## src/inc/dcsw_params.svh

```systemverilog
/*
 * Constants of the channel control / software command decoder:
 * frame selects, field positions, reset values and timing counts.
 * Assumes a 40 MHz reference clock and 16-bit serial frames.
 */
`ifndef DCSW_PARAMS_SVH
`define DCSW_PARAMS_SVH

// Frame layout
`define DCSW_FRAME_BITS       16
`define DCSW_SEL_HI           15
`define DCSW_SEL_LO           13
`define DCSW_CODE_HI          11
`define DCSW_CODE_LO          0
`define DCSW_USER_BIT         12
`define DCSW_CH_HI            12
`define DCSW_CH_LO            11

// Frame selects (bits 15..13)
`define DCSW_SEL_MAIN         3'h1
`define DCSW_SEL_CHAN         3'h2
`define DCSW_SEL_DCDC         3'h3
`define DCSW_SEL_SW           3'h4

// Software command codes
`define DCSW_CODE_RESET       12'h555
`define DCSW_CODE_KICK        12'h195

// Main control fields
`define DCSW_MAIN_BOOST_ALL   0
`define DCSW_MAIN_WD_EN       1
`define DCSW_MAIN_WD_SEL_LO   2

// Channel control fields
`define DCSW_CH_INT_EN        8
`define DCSW_CH_CLR_EN        7
`define DCSW_CH_OUT_EN        6
`define DCSW_CH_RSET          5
`define DCSW_CH_BOOST         4
`define DCSW_CH_OVERRANGE_EN         3
`define DCSW_CH_RANGE_LO      0

// Boost converter control fields
`define DCSW_DC_COMP          6
`define DCSW_DC_PHASE_LO      4
`define DCSW_DC_FREQ_LO       2
`define DCSW_DC_MAXV_LO       0

// Reset values
`define DCSW_RST_RANGE        3'h0
`define DCSW_RST_DC_FREQ      2'h1
`define DCSW_RST_DC_PHASE     2'h0
`define DCSW_RST_DC_MAXV      2'h0

// Timing
`define DCSW_CLK_MHZ          40
`define DCSW_WD_TICK_US       1000
`define DCSW_WD_TICK_CYC      (`DCSW_WD_TICK_US * `DCSW_CLK_MHZ)
`define DCSW_WD_MS_0          16'h0005
`define DCSW_WD_MS_1          16'h000a
`define DCSW_WD_MS_2          16'h0064
`define DCSW_WD_MS_3          16'h00c8

`endif

```

## src/inc/dcsw_pkg.sv

```systemverilog
/*
 * Types of the channel control / software command decoder.
 * Constants live in dcsw_params.svh.
 */
package dcsw_pkg;

    typedef enum logic [2:0] {
        DCSW_RANGE_0_5V   = 3'h0,
        DCSW_RANGE_0_10V  = 3'h1,
        DCSW_RANGE_PM5V   = 3'h2,
        DCSW_RANGE_PM10V  = 3'h3,
        DCSW_RANGE_4_20MA = 3'h4,
        DCSW_RANGE_0_20MA = 3'h5
    } dcsw_range_t;

    typedef enum logic [1:0] {
        DCSW_RX_IDLE  = 2'h0,
        DCSW_RX_SHIFT = 2'h1,
        DCSW_RX_DONE  = 2'h3
    } dcsw_rx_t;

    typedef struct packed {
        logic        int_en;
        logic        clr_en;
        logic        out_en;
        logic        rset;
        logic        boost_power;
        logic        overrange_en;
        dcsw_range_t range_sel;
    } dcsw_chan_t;

    typedef struct packed {
        logic       comp_ext;
        logic [1:0] phase;
        logic [1:0] freq;
        logic [1:0] max_v;
    } dcsw_dcdc_t;

endpackage : dcsw_pkg

```

## src/verilog/dcsw_top.sv

```systemverilog
/*
 * Serial command decoder: per-channel control, main control,
 * boost converter control and software command with watchdog.
 * Assumes a 3-wire link (clock, active-low frame, data) from an
 * outside host, sampled on the 40 MHz reference clock.
 */
`timescale 1ns/1ps
`include "dcsw_params.svh"

module dcsw_top #(
    parameter int NUM_CH   = 4,
    parameter int TICK_CYC = `DCSW_WD_TICK_CYC
) (
    // Clock and reset
    input  wire logic                         ref_clk_in,
    input  wire logic                         rst_in,
    // Serial link pins
    input  wire logic                         serial_clk_in,
    input  wire logic                         frame_n_in,
    input  wire logic                         serial_in,
    // Channel and boost converter configuration
    output dcsw_pkg::dcsw_chan_t [NUM_CH-1:0] chan_cfg_out,
    output logic [NUM_CH-1:0]                 span_ext_out,
    output logic [NUM_CH-1:0]                 is_current_out,
    output dcsw_pkg::dcsw_dcdc_t              dcdc_cfg_out,
    // Status and watchdog
    output logic                              user_toggle_out,
    output logic                              wd_en_out,
    output logic [1:0]                        wd_sel_out,
    // Alert pin, open drain
    output logic                              alert_out,
    output logic                              alert_oe_n_out
);
    import dcsw_pkg::*;

    logic [2:0]                      sync1_reg;
    logic [2:0]                      sync2_reg;
    logic                            sclk_prev_reg;
    logic                            frame_prev_reg;
    dcsw_rx_t                        rx_reg;
    dcsw_rx_t                        rx_next;
    logic [`DCSW_FRAME_BITS-1:0]     shift_reg;
    logic [4:0]                      cnt_reg;
    logic [`DCSW_FRAME_BITS-1:0]     frame_reg;
    logic                            frame_ok_reg;
    logic                            soft_rst_reg;
    logic                            kick_reg;
    logic                            clr_all;
    logic                            sclk_fall;
    logic                            frame_rise;
    logic                            wr_main;
    logic                            wr_chan;
    logic [2:0]                      sel;
    logic [11:0]                     code;
    logic                            fault;

    function automatic logic range_valid(input logic [2:0] r);
        range_valid = (r <= 3'h5);
    endfunction : range_valid

    function automatic logic range_voltage(input logic [2:0] r);
        range_voltage = !r[2];
    endfunction : range_voltage

    ////////////////////////////////////////////////////////////////////////////
    // Pin synchronisers
    generate
        for (genvar i = 0; i < 3; i++) begin : g_sync
            always_ff @(posedge ref_clk_in) begin
                // Reset to idle pin levels, so no false clock edge
                if (rst_in) begin
                    sync1_reg[i] <= (i == 1);
                    sync2_reg[i] <= (i == 1);
                end else begin
                    sync1_reg[i] <= (i == 0) ? serial_clk_in :
                                    (i == 1) ? frame_n_in : serial_in;
                    sync2_reg[i] <= sync1_reg[i];
                end
            end
        end
    endgenerate

    always_ff @(posedge ref_clk_in) begin
        if (rst_in) begin
            sclk_prev_reg  <= 1'b0;
            frame_prev_reg <= 1'b1;
        end else begin
            sclk_prev_reg  <= sync2_reg[0];
            frame_prev_reg <= sync2_reg[1];
        end
    end

    assign sclk_fall  = sclk_prev_reg && !sync2_reg[0];
    assign frame_rise = !frame_prev_reg && sync2_reg[1];

    ////////////////////////////////////////////////////////////////////////////
    // Frame receiver; data taken on serial clock falling edges
    always_comb begin
        rx_next = rx_reg;
        case (rx_reg)
            DCSW_RX_IDLE:  if (!sync2_reg[1]) rx_next = DCSW_RX_SHIFT;
            DCSW_RX_SHIFT: if (frame_rise) rx_next = DCSW_RX_DONE;
            DCSW_RX_DONE:  rx_next = DCSW_RX_IDLE;
            default:       rx_next = DCSW_RX_IDLE;
        endcase
    end

    always_ff @(posedge ref_clk_in) begin
        if (rst_in)
            rx_reg <= DCSW_RX_IDLE;
        else
            rx_reg <= rx_next;
    end

    always_ff @(posedge ref_clk_in) begin
        if (rst_in || rx_reg == DCSW_RX_IDLE) begin
            shift_reg <= '0;
            cnt_reg   <= 5'h00;
        end else if (rx_reg == DCSW_RX_SHIFT && sclk_fall && !sync2_reg[1]) begin
            shift_reg <= {shift_reg[`DCSW_FRAME_BITS-2:0], sync2_reg[2]};
            if (cnt_reg != 5'h1f)
                cnt_reg <= cnt_reg + 5'h01;
        end
    end

    // Frames of any length but 16 are dropped whole
    always_ff @(posedge ref_clk_in) begin
        if (rst_in) begin
            frame_ok_reg <= 1'b0;
            frame_reg    <= '0;
        end else begin
            frame_ok_reg <= (rx_reg == DCSW_RX_SHIFT) && frame_rise
                            && (cnt_reg == 5'(`DCSW_FRAME_BITS));
            if (rx_reg == DCSW_RX_SHIFT && frame_rise)
                frame_reg <= shift_reg;
        end
    end

    ////////////////////////////////////////////////////////////////////////////
    // Command decode
    assign sel     = frame_reg[`DCSW_SEL_HI:`DCSW_SEL_LO];
    assign code    = frame_reg[`DCSW_CODE_HI:`DCSW_CODE_LO];
    assign wr_main = frame_ok_reg && sel == `DCSW_SEL_MAIN;
    assign wr_chan = frame_ok_reg && sel == `DCSW_SEL_CHAN;
    assign clr_all = rst_in || soft_rst_reg;

    always_ff @(posedge ref_clk_in) begin
        if (clr_all) begin
            soft_rst_reg <= 1'b0;
            kick_reg     <= 1'b0;
        end else begin
            soft_rst_reg <= frame_ok_reg && sel == `DCSW_SEL_SW
                            && code == `DCSW_CODE_RESET;
            kick_reg     <= frame_ok_reg && sel == `DCSW_SEL_SW
                            && code == `DCSW_CODE_KICK;
        end
    end

    // Status toggle bit follows the user bit of every software command but the reset command, which clears it
    always_ff @(posedge ref_clk_in) begin
        if (clr_all)
            user_toggle_out <= 1'b0;
        else if (frame_ok_reg && sel == `DCSW_SEL_SW)
            user_toggle_out <= frame_reg[`DCSW_USER_BIT];
    end

    always_ff @(posedge ref_clk_in) begin
        if (clr_all) begin
            wd_en_out  <= 1'b0;
            wd_sel_out <= 2'h0;
        end else if (wr_main) begin
            wd_en_out  <= frame_reg[`DCSW_MAIN_WD_EN];
            wd_sel_out <= frame_reg[`DCSW_MAIN_WD_SEL_LO +: 2];
        end
    end

    always_ff @(posedge ref_clk_in) begin
        if (clr_all) begin
            dcdc_cfg_out.comp_ext <= 1'b0;
            dcdc_cfg_out.phase    <= `DCSW_RST_DC_PHASE;
            dcdc_cfg_out.freq     <= `DCSW_RST_DC_FREQ;
            dcdc_cfg_out.max_v    <= `DCSW_RST_DC_MAXV;
        end else if (frame_ok_reg && sel == `DCSW_SEL_DCDC) begin
            dcdc_cfg_out.comp_ext <= frame_reg[`DCSW_DC_COMP];
            dcdc_cfg_out.phase    <= frame_reg[`DCSW_DC_PHASE_LO +: 2];
            dcdc_cfg_out.freq     <= frame_reg[`DCSW_DC_FREQ_LO +: 2];
            dcdc_cfg_out.max_v    <= frame_reg[`DCSW_DC_MAXV_LO +: 2];
        end
    end

    ////////////////////////////////////////////////////////////////////////////
    // Per-channel control
    generate
        for (genvar c = 0; c < NUM_CH; c++) begin : g_ch
            logic hit;
            logic dn_ok;
            assign hit   = wr_chan && frame_reg[`DCSW_CH_HI:`DCSW_CH_LO] == 2'(c);
            assign dn_ok = !frame_reg[`DCSW_CH_OUT_EN] && !frame_reg[`DCSW_CH_INT_EN];

            always_ff @(posedge ref_clk_in) begin
                if (clr_all) begin
                    chan_cfg_out[c] <= '{range_sel: dcsw_range_t'(`DCSW_RST_RANGE),
                                         default: 1'b0};
                end else begin
                    if (hit) begin
                        chan_cfg_out[c].int_en       <= frame_reg[`DCSW_CH_INT_EN];
                        chan_cfg_out[c].clr_en       <= frame_reg[`DCSW_CH_CLR_EN];
                        chan_cfg_out[c].out_en       <= frame_reg[`DCSW_CH_OUT_EN];
                        chan_cfg_out[c].rset         <= frame_reg[`DCSW_CH_RSET];
                        chan_cfg_out[c].overrange_en <= frame_reg[`DCSW_CH_OVERRANGE_EN];
                        // Reserved codes keep the previous range
                        if (range_valid(frame_reg[`DCSW_CH_RANGE_LO +: 3]))
                            chan_cfg_out[c].range_sel <=
                                dcsw_range_t'(frame_reg[`DCSW_CH_RANGE_LO +: 3]);
                    end
                    if (wr_main && frame_reg[`DCSW_MAIN_BOOST_ALL])
                        chan_cfg_out[c].boost_power <= 1'b1;
                    else if (hit && (frame_reg[`DCSW_CH_BOOST] || dn_ok))
                        chan_cfg_out[c].boost_power <= frame_reg[`DCSW_CH_BOOST];
                end
            end

            // Overrange only widens voltage spans; lags the config by a cycle
            // Soft reset reaches these through the config, one cycle later
            always_ff @(posedge ref_clk_in) begin
                if (rst_in) begin
                    span_ext_out[c]   <= 1'b0;
                    is_current_out[c] <= 1'b0;
                end else begin
                    span_ext_out[c]   <= chan_cfg_out[c].overrange_en
                                         && range_voltage(chan_cfg_out[c].range_sel);
                    is_current_out[c] <= !range_voltage(chan_cfg_out[c].range_sel);
                end
            end
        end
    endgenerate

    ////////////////////////////////////////////////////////////////////////////
    // Watchdog and alert pin
    dcsw_wdog #(
        .TICK_CYC (TICK_CYC)
    ) u_wdog (
        .ref_clk_in (ref_clk_in),
        .rst_in     (clr_all),
        .en_in      (wd_en_out),
        .sel_in     (wd_sel_out),
        .kick_in    (kick_reg),
        .fault_out  (fault)
    );

    // Pin only ever pulled low, never driven high
    always_ff @(posedge ref_clk_in) begin
        if (rst_in) begin
            alert_out      <= 1'b0;
            alert_oe_n_out <= 1'b1;
        end else begin
            alert_out      <= 1'b0;
            alert_oe_n_out <= !fault;
        end
    end

endmodule : dcsw_top

```

## src/verilog/dcsw_wdog.sv

```systemverilog
/*
 * Watchdog timer of the serial command decoder.
 * Assumes kick and clear are one-cycle pulses on the same clock.
 */
`timescale 1ns/1ps
`include "dcsw_params.svh"

module dcsw_wdog #(
    parameter int TICK_CYC = `DCSW_WD_TICK_CYC
) (
    // Clock and reset
    input  wire logic       ref_clk_in,
    input  wire logic       rst_in,
    // Control
    input  wire logic       en_in,
    input  wire logic [1:0] sel_in,
    input  wire logic       kick_in,
    // Status
    output logic            fault_out
);
    import dcsw_pkg::*;

    localparam int TW = $clog2(TICK_CYC + 1);

    logic [TW-1:0] tick_reg;
    logic [15:0]   ms_reg;
    logic [15:0]   limit;

    function automatic logic [15:0] wd_limit(input logic [1:0] sel);
        case (sel)
            2'h0:    wd_limit = `DCSW_WD_MS_0;
            2'h1:    wd_limit = `DCSW_WD_MS_1;
            2'h2:    wd_limit = `DCSW_WD_MS_2;
            default: wd_limit = `DCSW_WD_MS_3;
        endcase
    endfunction : wd_limit

    assign limit = wd_limit(sel_in);

    ////////////////////////////////////////////////////////////////////////////
    // Counting; disabled watchdog holds everything idle
    always_ff @(posedge ref_clk_in) begin
        if (rst_in || !en_in || kick_in) begin
            tick_reg <= '0;
            ms_reg   <= 16'h0000;
        end else if (tick_reg == TW'(TICK_CYC - 1)) begin
            tick_reg <= '0;
            if (ms_reg != limit)
                ms_reg <= ms_reg + 16'h0001;
        end else begin
            tick_reg <= tick_reg + TW'(1);
        end
    end

    ////////////////////////////////////////////////////////////////////////////
    // Fault stays until a keep-alive, a disable or a reset
    // A keep-alive in the very timeout cycle loses: the miss is not hidden
    always_ff @(posedge ref_clk_in) begin
        if (rst_in || !en_in)
            fault_out <= 1'b0;
        else if (ms_reg >= limit && !fault_out)
            fault_out <= 1'b1;
        else if (kick_in)
            fault_out <= 1'b0;
    end

endmodule : dcsw_wdog
```

## config.mk

```make
export PLATFORM = sky130hd
export DESIGN_NAME = dcsw_top
export DESIGN_NICKNAME = d
export VERILOG_FILES = /design/src/inc/dcsw_pkg.sv /design/src/verilog/dcsw_top.sv /design/src/verilog/dcsw_wdog.sv
export VERILOG_INCLUDE_DIRS = /design/src /design/src/inc
export SDC_FILE = /design/constraint.sdc
export NUM_CORES = 1
export LEC_CHECK = 0
export ABC_CLOCK_PERIOD_IN_PS = 2000
export BUFFER_PORTS_ARGS = -buffer_cell sky130_fd_sc_hd__buf_2
export CORE_AREA = 2 2 108 110
export DETAILED_ROUTE_END_ITERATION = 12
export DIE_AREA = 0 0 110 112
export PLACE_DENSITY = 0.81
export SYNTH_ARGS = -nofsm -noshare
export SYNTH_HDL_FRONTEND = slang
export SYNTH_SLANG_ARGS = --single-unit
```

## constraint.sdc

```tcl
create_clock -name ref_clk_in -period 2 [get_ports ref_clk_in]
set_clock_uncertainty 0.05 [all_clocks]
set_input_delay 0 -clock ref_clk_in [delete_from_list [all_inputs] [get_ports ref_clk_in]]
set_output_delay 0 -clock ref_clk_in [all_outputs]
set_load 0.005 [all_outputs]
```

==> reports/metrics.yaml <==
drc_violations: 0
route.vias.total: 4967
synth_enable_flop_cells: 0
drv_slew: 0
via_count_of_the_first_global_routing_pass: 4717
antenna_found_initial: 0
route.top_layer_used: "met4"
start_util_pct: 50.6
asyncSetResetFlopFracSynth_pct: 0
ant_nets: 0
avgRoutedWirePerCell_um: 16.0
power_mw: 5.98
numPortBuffers: 60
synth_top_cell_by_area: "sky130_fd_sc_hd__dfxtp_1"
met3_wirelength_um: 780
synth_ff_type: "sky130_fd_sc_hd__dfxtp_1"
setup-tns-final_ns: 0
postSynthCellCount: 644
design.portCount: 62
synth_area_leaders: "sky130_fd_sc_hd__dfxtp_1, sky130_fd_sc_hd__nand2_1, sky130_fd_sc_hd__a21oi_1, sky130_fd_sc_hd__nand3_1, sky130_fd_sc_hd__nor2_1"
cts-root-to-sink-buffers: 2
crit_path_start: "wd_sel_out[1]"
flip_flop_count_of_the_largest_register_all_copies_and_words_added: 36
clk_root_buffer_cell: "sky130_fd_sc_hd__clkbuf_16"
period_share_pct: 99.2
cts.reportedPaths.clkPinSlew_ns: 0.06
yosys.cell_count.top_type: "sky130_fd_sc_hd__dfxtp_1"
drt-vias-per-instance: 5.68
grt_setup_unrepaired: "yes"
wl_met1_mm: 5.89
cts_tree: "built"
fmax_ghz: 0.504
total_leakage_power_nw: 2.60
start_kind: "flop"
dpl_worst_slack_ns: -0.0819
max_flop_register: "chan_cfg_out"
max_slew_margin_pct: 57.7
ctsHtreeMaxLevel: 4
cts.sinks: 139
cp.arrival_ns: 2.28
holdCritPathClass: "in2reg"
final_weighted_congestion_in_routability_driven_placement: 0.837
cp.required_ns: 2.30
timing.final.ws_setup_ns: 0.0151
floorplan_row_count: 39
wl_met2_mm: 7.05
path_max_fanout: 5
syn_nets: 661
gr-usage-all-layers_pct: 22.8
antenna_cells: 0
drt-pass1-iter-count: 5
synth.ff_latch_count: 139
gr-total-overflow: 0
synth.top_cells.by_count: "sky130_fd_sc_hd__dfxtp_1, sky130_fd_sc_hd__nand2_1, sky130_fd_sc_hd__a21oi_1"
routed_wirelength_mm: 14.0
vdd.ir_drop.worst_v: 0.000603
fp.dieArea_um2: 12300
grt_max_degree: 44
run_status: "complete, no violations"
finalCriticalPeriod_ns: 1.98
source_of_the_worst_register_to_register_timing_path: "wd_sel_out[1]"
drtIter0Drc: 372
cts_made_buffers: 17
final_net_count: 736
detailedPlacementHpwl_mm: 9.01
crit_type: "reg2reg"
synth_warnings: 0
syn_area_um2: 5650
grt_first_pass_wirelength_mm: 22.3
yosysTopAreaCellShare_pct: 49.2
fin_hold_ws_ns: 0.269
maxCapViolations: 0
final_hold_violations: 0
synth_area_per_inst_um2: 8.78
clock_latency_ns: 0.42
power.density_cell_area_nw_per_um2: 857
die-height_um: 112
timing.hold.worst.start: "frame_n_in"
coreArea_um2: 11200
areaGrowthSynthToFinish_pct: 23.5
drive_gt1_share_pct: 22.3
timing.critical_path.to_type: "flop"
report.final.setup_viol: 0
fp.dieW_um: 110
synth_cell_types: 54
tightest_slew_ns: 0.635
seq_area_frac_synth_pct: 49.2
[path summary, 6_finish.rpt]
check	to	slack [ns]	depth (start not counted)
max	u_wdog.ms_reg[2]	0.02	7
min	sync1_reg[1]	0.27	3
max reg2reg	u_wdog.ms_reg[2]	0.02	7
min reg2reg	sync2_reg[1]	0.36	1
[per-stage QoR]
stage / std cells / util, % / instance area [um2]
after global placement: 832 / 55.1 / 6160
after detailed placement: 832 / 55.1 / 6160
final: 875 / 62.5 / 6980
after CTS: 870 / 61.0 / 6810
after global routing: 875 / 62.5 / 6980
after floorplan: 644 / - / 5650
[per-layer routing]
layer / up-vias / GRT usage [%]
met4: 0 / 8.52
met3: 30 / 5.80
met2: 160 / 37.4
li1: 2415 / -
met5: - / 0
met1: 2362 / 28.7
[cell usage in the layout (no fill, tap or decap), types with 5 or more instances in the layout]
master | synthesis | final
sky130_fd_sc_hd__dfxtp_1 | 139 | 136
sky130_fd_sc_hd__buf_2 | 3 | 60
sky130_fd_sc_hd__and4_1 | 5 | 5
sky130_fd_sc_hd__xor2_1 | 11 | 11
sky130_fd_sc_hd__buf_4 | 2 | 30
sky130_fd_sc_hd__a21oi_1 | 71 | 68
sky130_fd_sc_hd__mux2i_1 | 17 | 17
sky130_fd_sc_hd__or4_1 | 11 | 8
sky130_fd_sc_hd__nand2_1 | 112 | 109
sky130_fd_sc_hd__a31oi_1 | 8 | 8
sky130_fd_sc_hd__nor2b_1 | 12 | 12
sky130_fd_sc_hd__nand4_1 | 11 | 11
sky130_fd_sc_hd__o31ai_1 | 10 | 10
sky130_fd_sc_hd__o21ai_0 | 8 | 8
sky130_fd_sc_hd__nor2_1 | 49 | 48
sky130_fd_sc_hd__nor4b_1 | 5 | 5
sky130_fd_sc_hd__inv_1 | 10 | 8
sky130_fd_sc_hd__ha_1 | 12 | 8
sky130_fd_sc_hd__or4_4 | 2 | 5
sky130_fd_sc_hd__nand3_1 | 43 | 41
sky130_fd_sc_hd__nor3_1 | 7 | 7
sky130_fd_sc_hd__nand2b_1 | 5 | 5
sky130_fd_sc_hd__and3_1 | 5 | 5
sky130_fd_sc_hd__clkinv_2 | 0 | 6
sky130_fd_sc_hd__clkbuf_16 | 0 | 17
[timing repair]
item                                    CTS  global route
setup buffers                             3             4
pin swaps                                 4            13
endpoints found under the hold margin    11             0
resized for setup                         5            24
endpoints found under the setup margin    8            16
cloned                                    0             1
hold buffers                              4             0
[layout make-up]
| class | instances | area (um2) |
|---|---|---|
| Multi-Input combinational cell | 456 | 2790 |
| Clock buffer | 19 | 443 |
| Sequential cell | 139 | 2790 |
| Inverter | 10 | 42.5 |
| Timing Repair Buffer | 95 | 586 |
| Tap cell | 143 | 179 |
| Clock inverter | 13 | 150 |
| Fill cell | 912 | 4190 |
[power breakdown]
group | switching, mW | total (mW) | internal [mW]
combinational | 0.0389 | 0.0586 | 0.0197
sequential | 0.00459 | 2.78 | 2.77
clock | 1.17 | 3.15 | 1.98
total | 1.21 | 5.98 | 4.77
[worst max-delay path, cell delays in order (launching register included)]
cell                       delay (ns)
sky130_fd_sc_hd__dfxtp_4         0.38
sky130_fd_sc_hd__inv_4           0.08
sky130_fd_sc_hd__nand2_4         0.05
sky130_fd_sc_hd__ha_4            0.26
sky130_fd_sc_hd__nand4b_1        0.20
sky130_fd_sc_hd__or4_4           0.62
sky130_fd_sc_hd__nand3_2         0.10
sky130_fd_sc_hd__mux2i_1         0.17
[cells by family after synthesis]
kind of cell | Yosys count | synth area share [%]
compound gates | 111 | 11.4
mux | 17 | 3.01
fa+ha+maj | 12 | 2.66
xor+xnor | 14 | 2.17
simple gates | 300 | 27.6
flops | 139 | 49.2
other cells | 1 | 0.0664
buf+inv | 50 | 3.83
No activity file was read; power rests on OpenSTA's default activity.
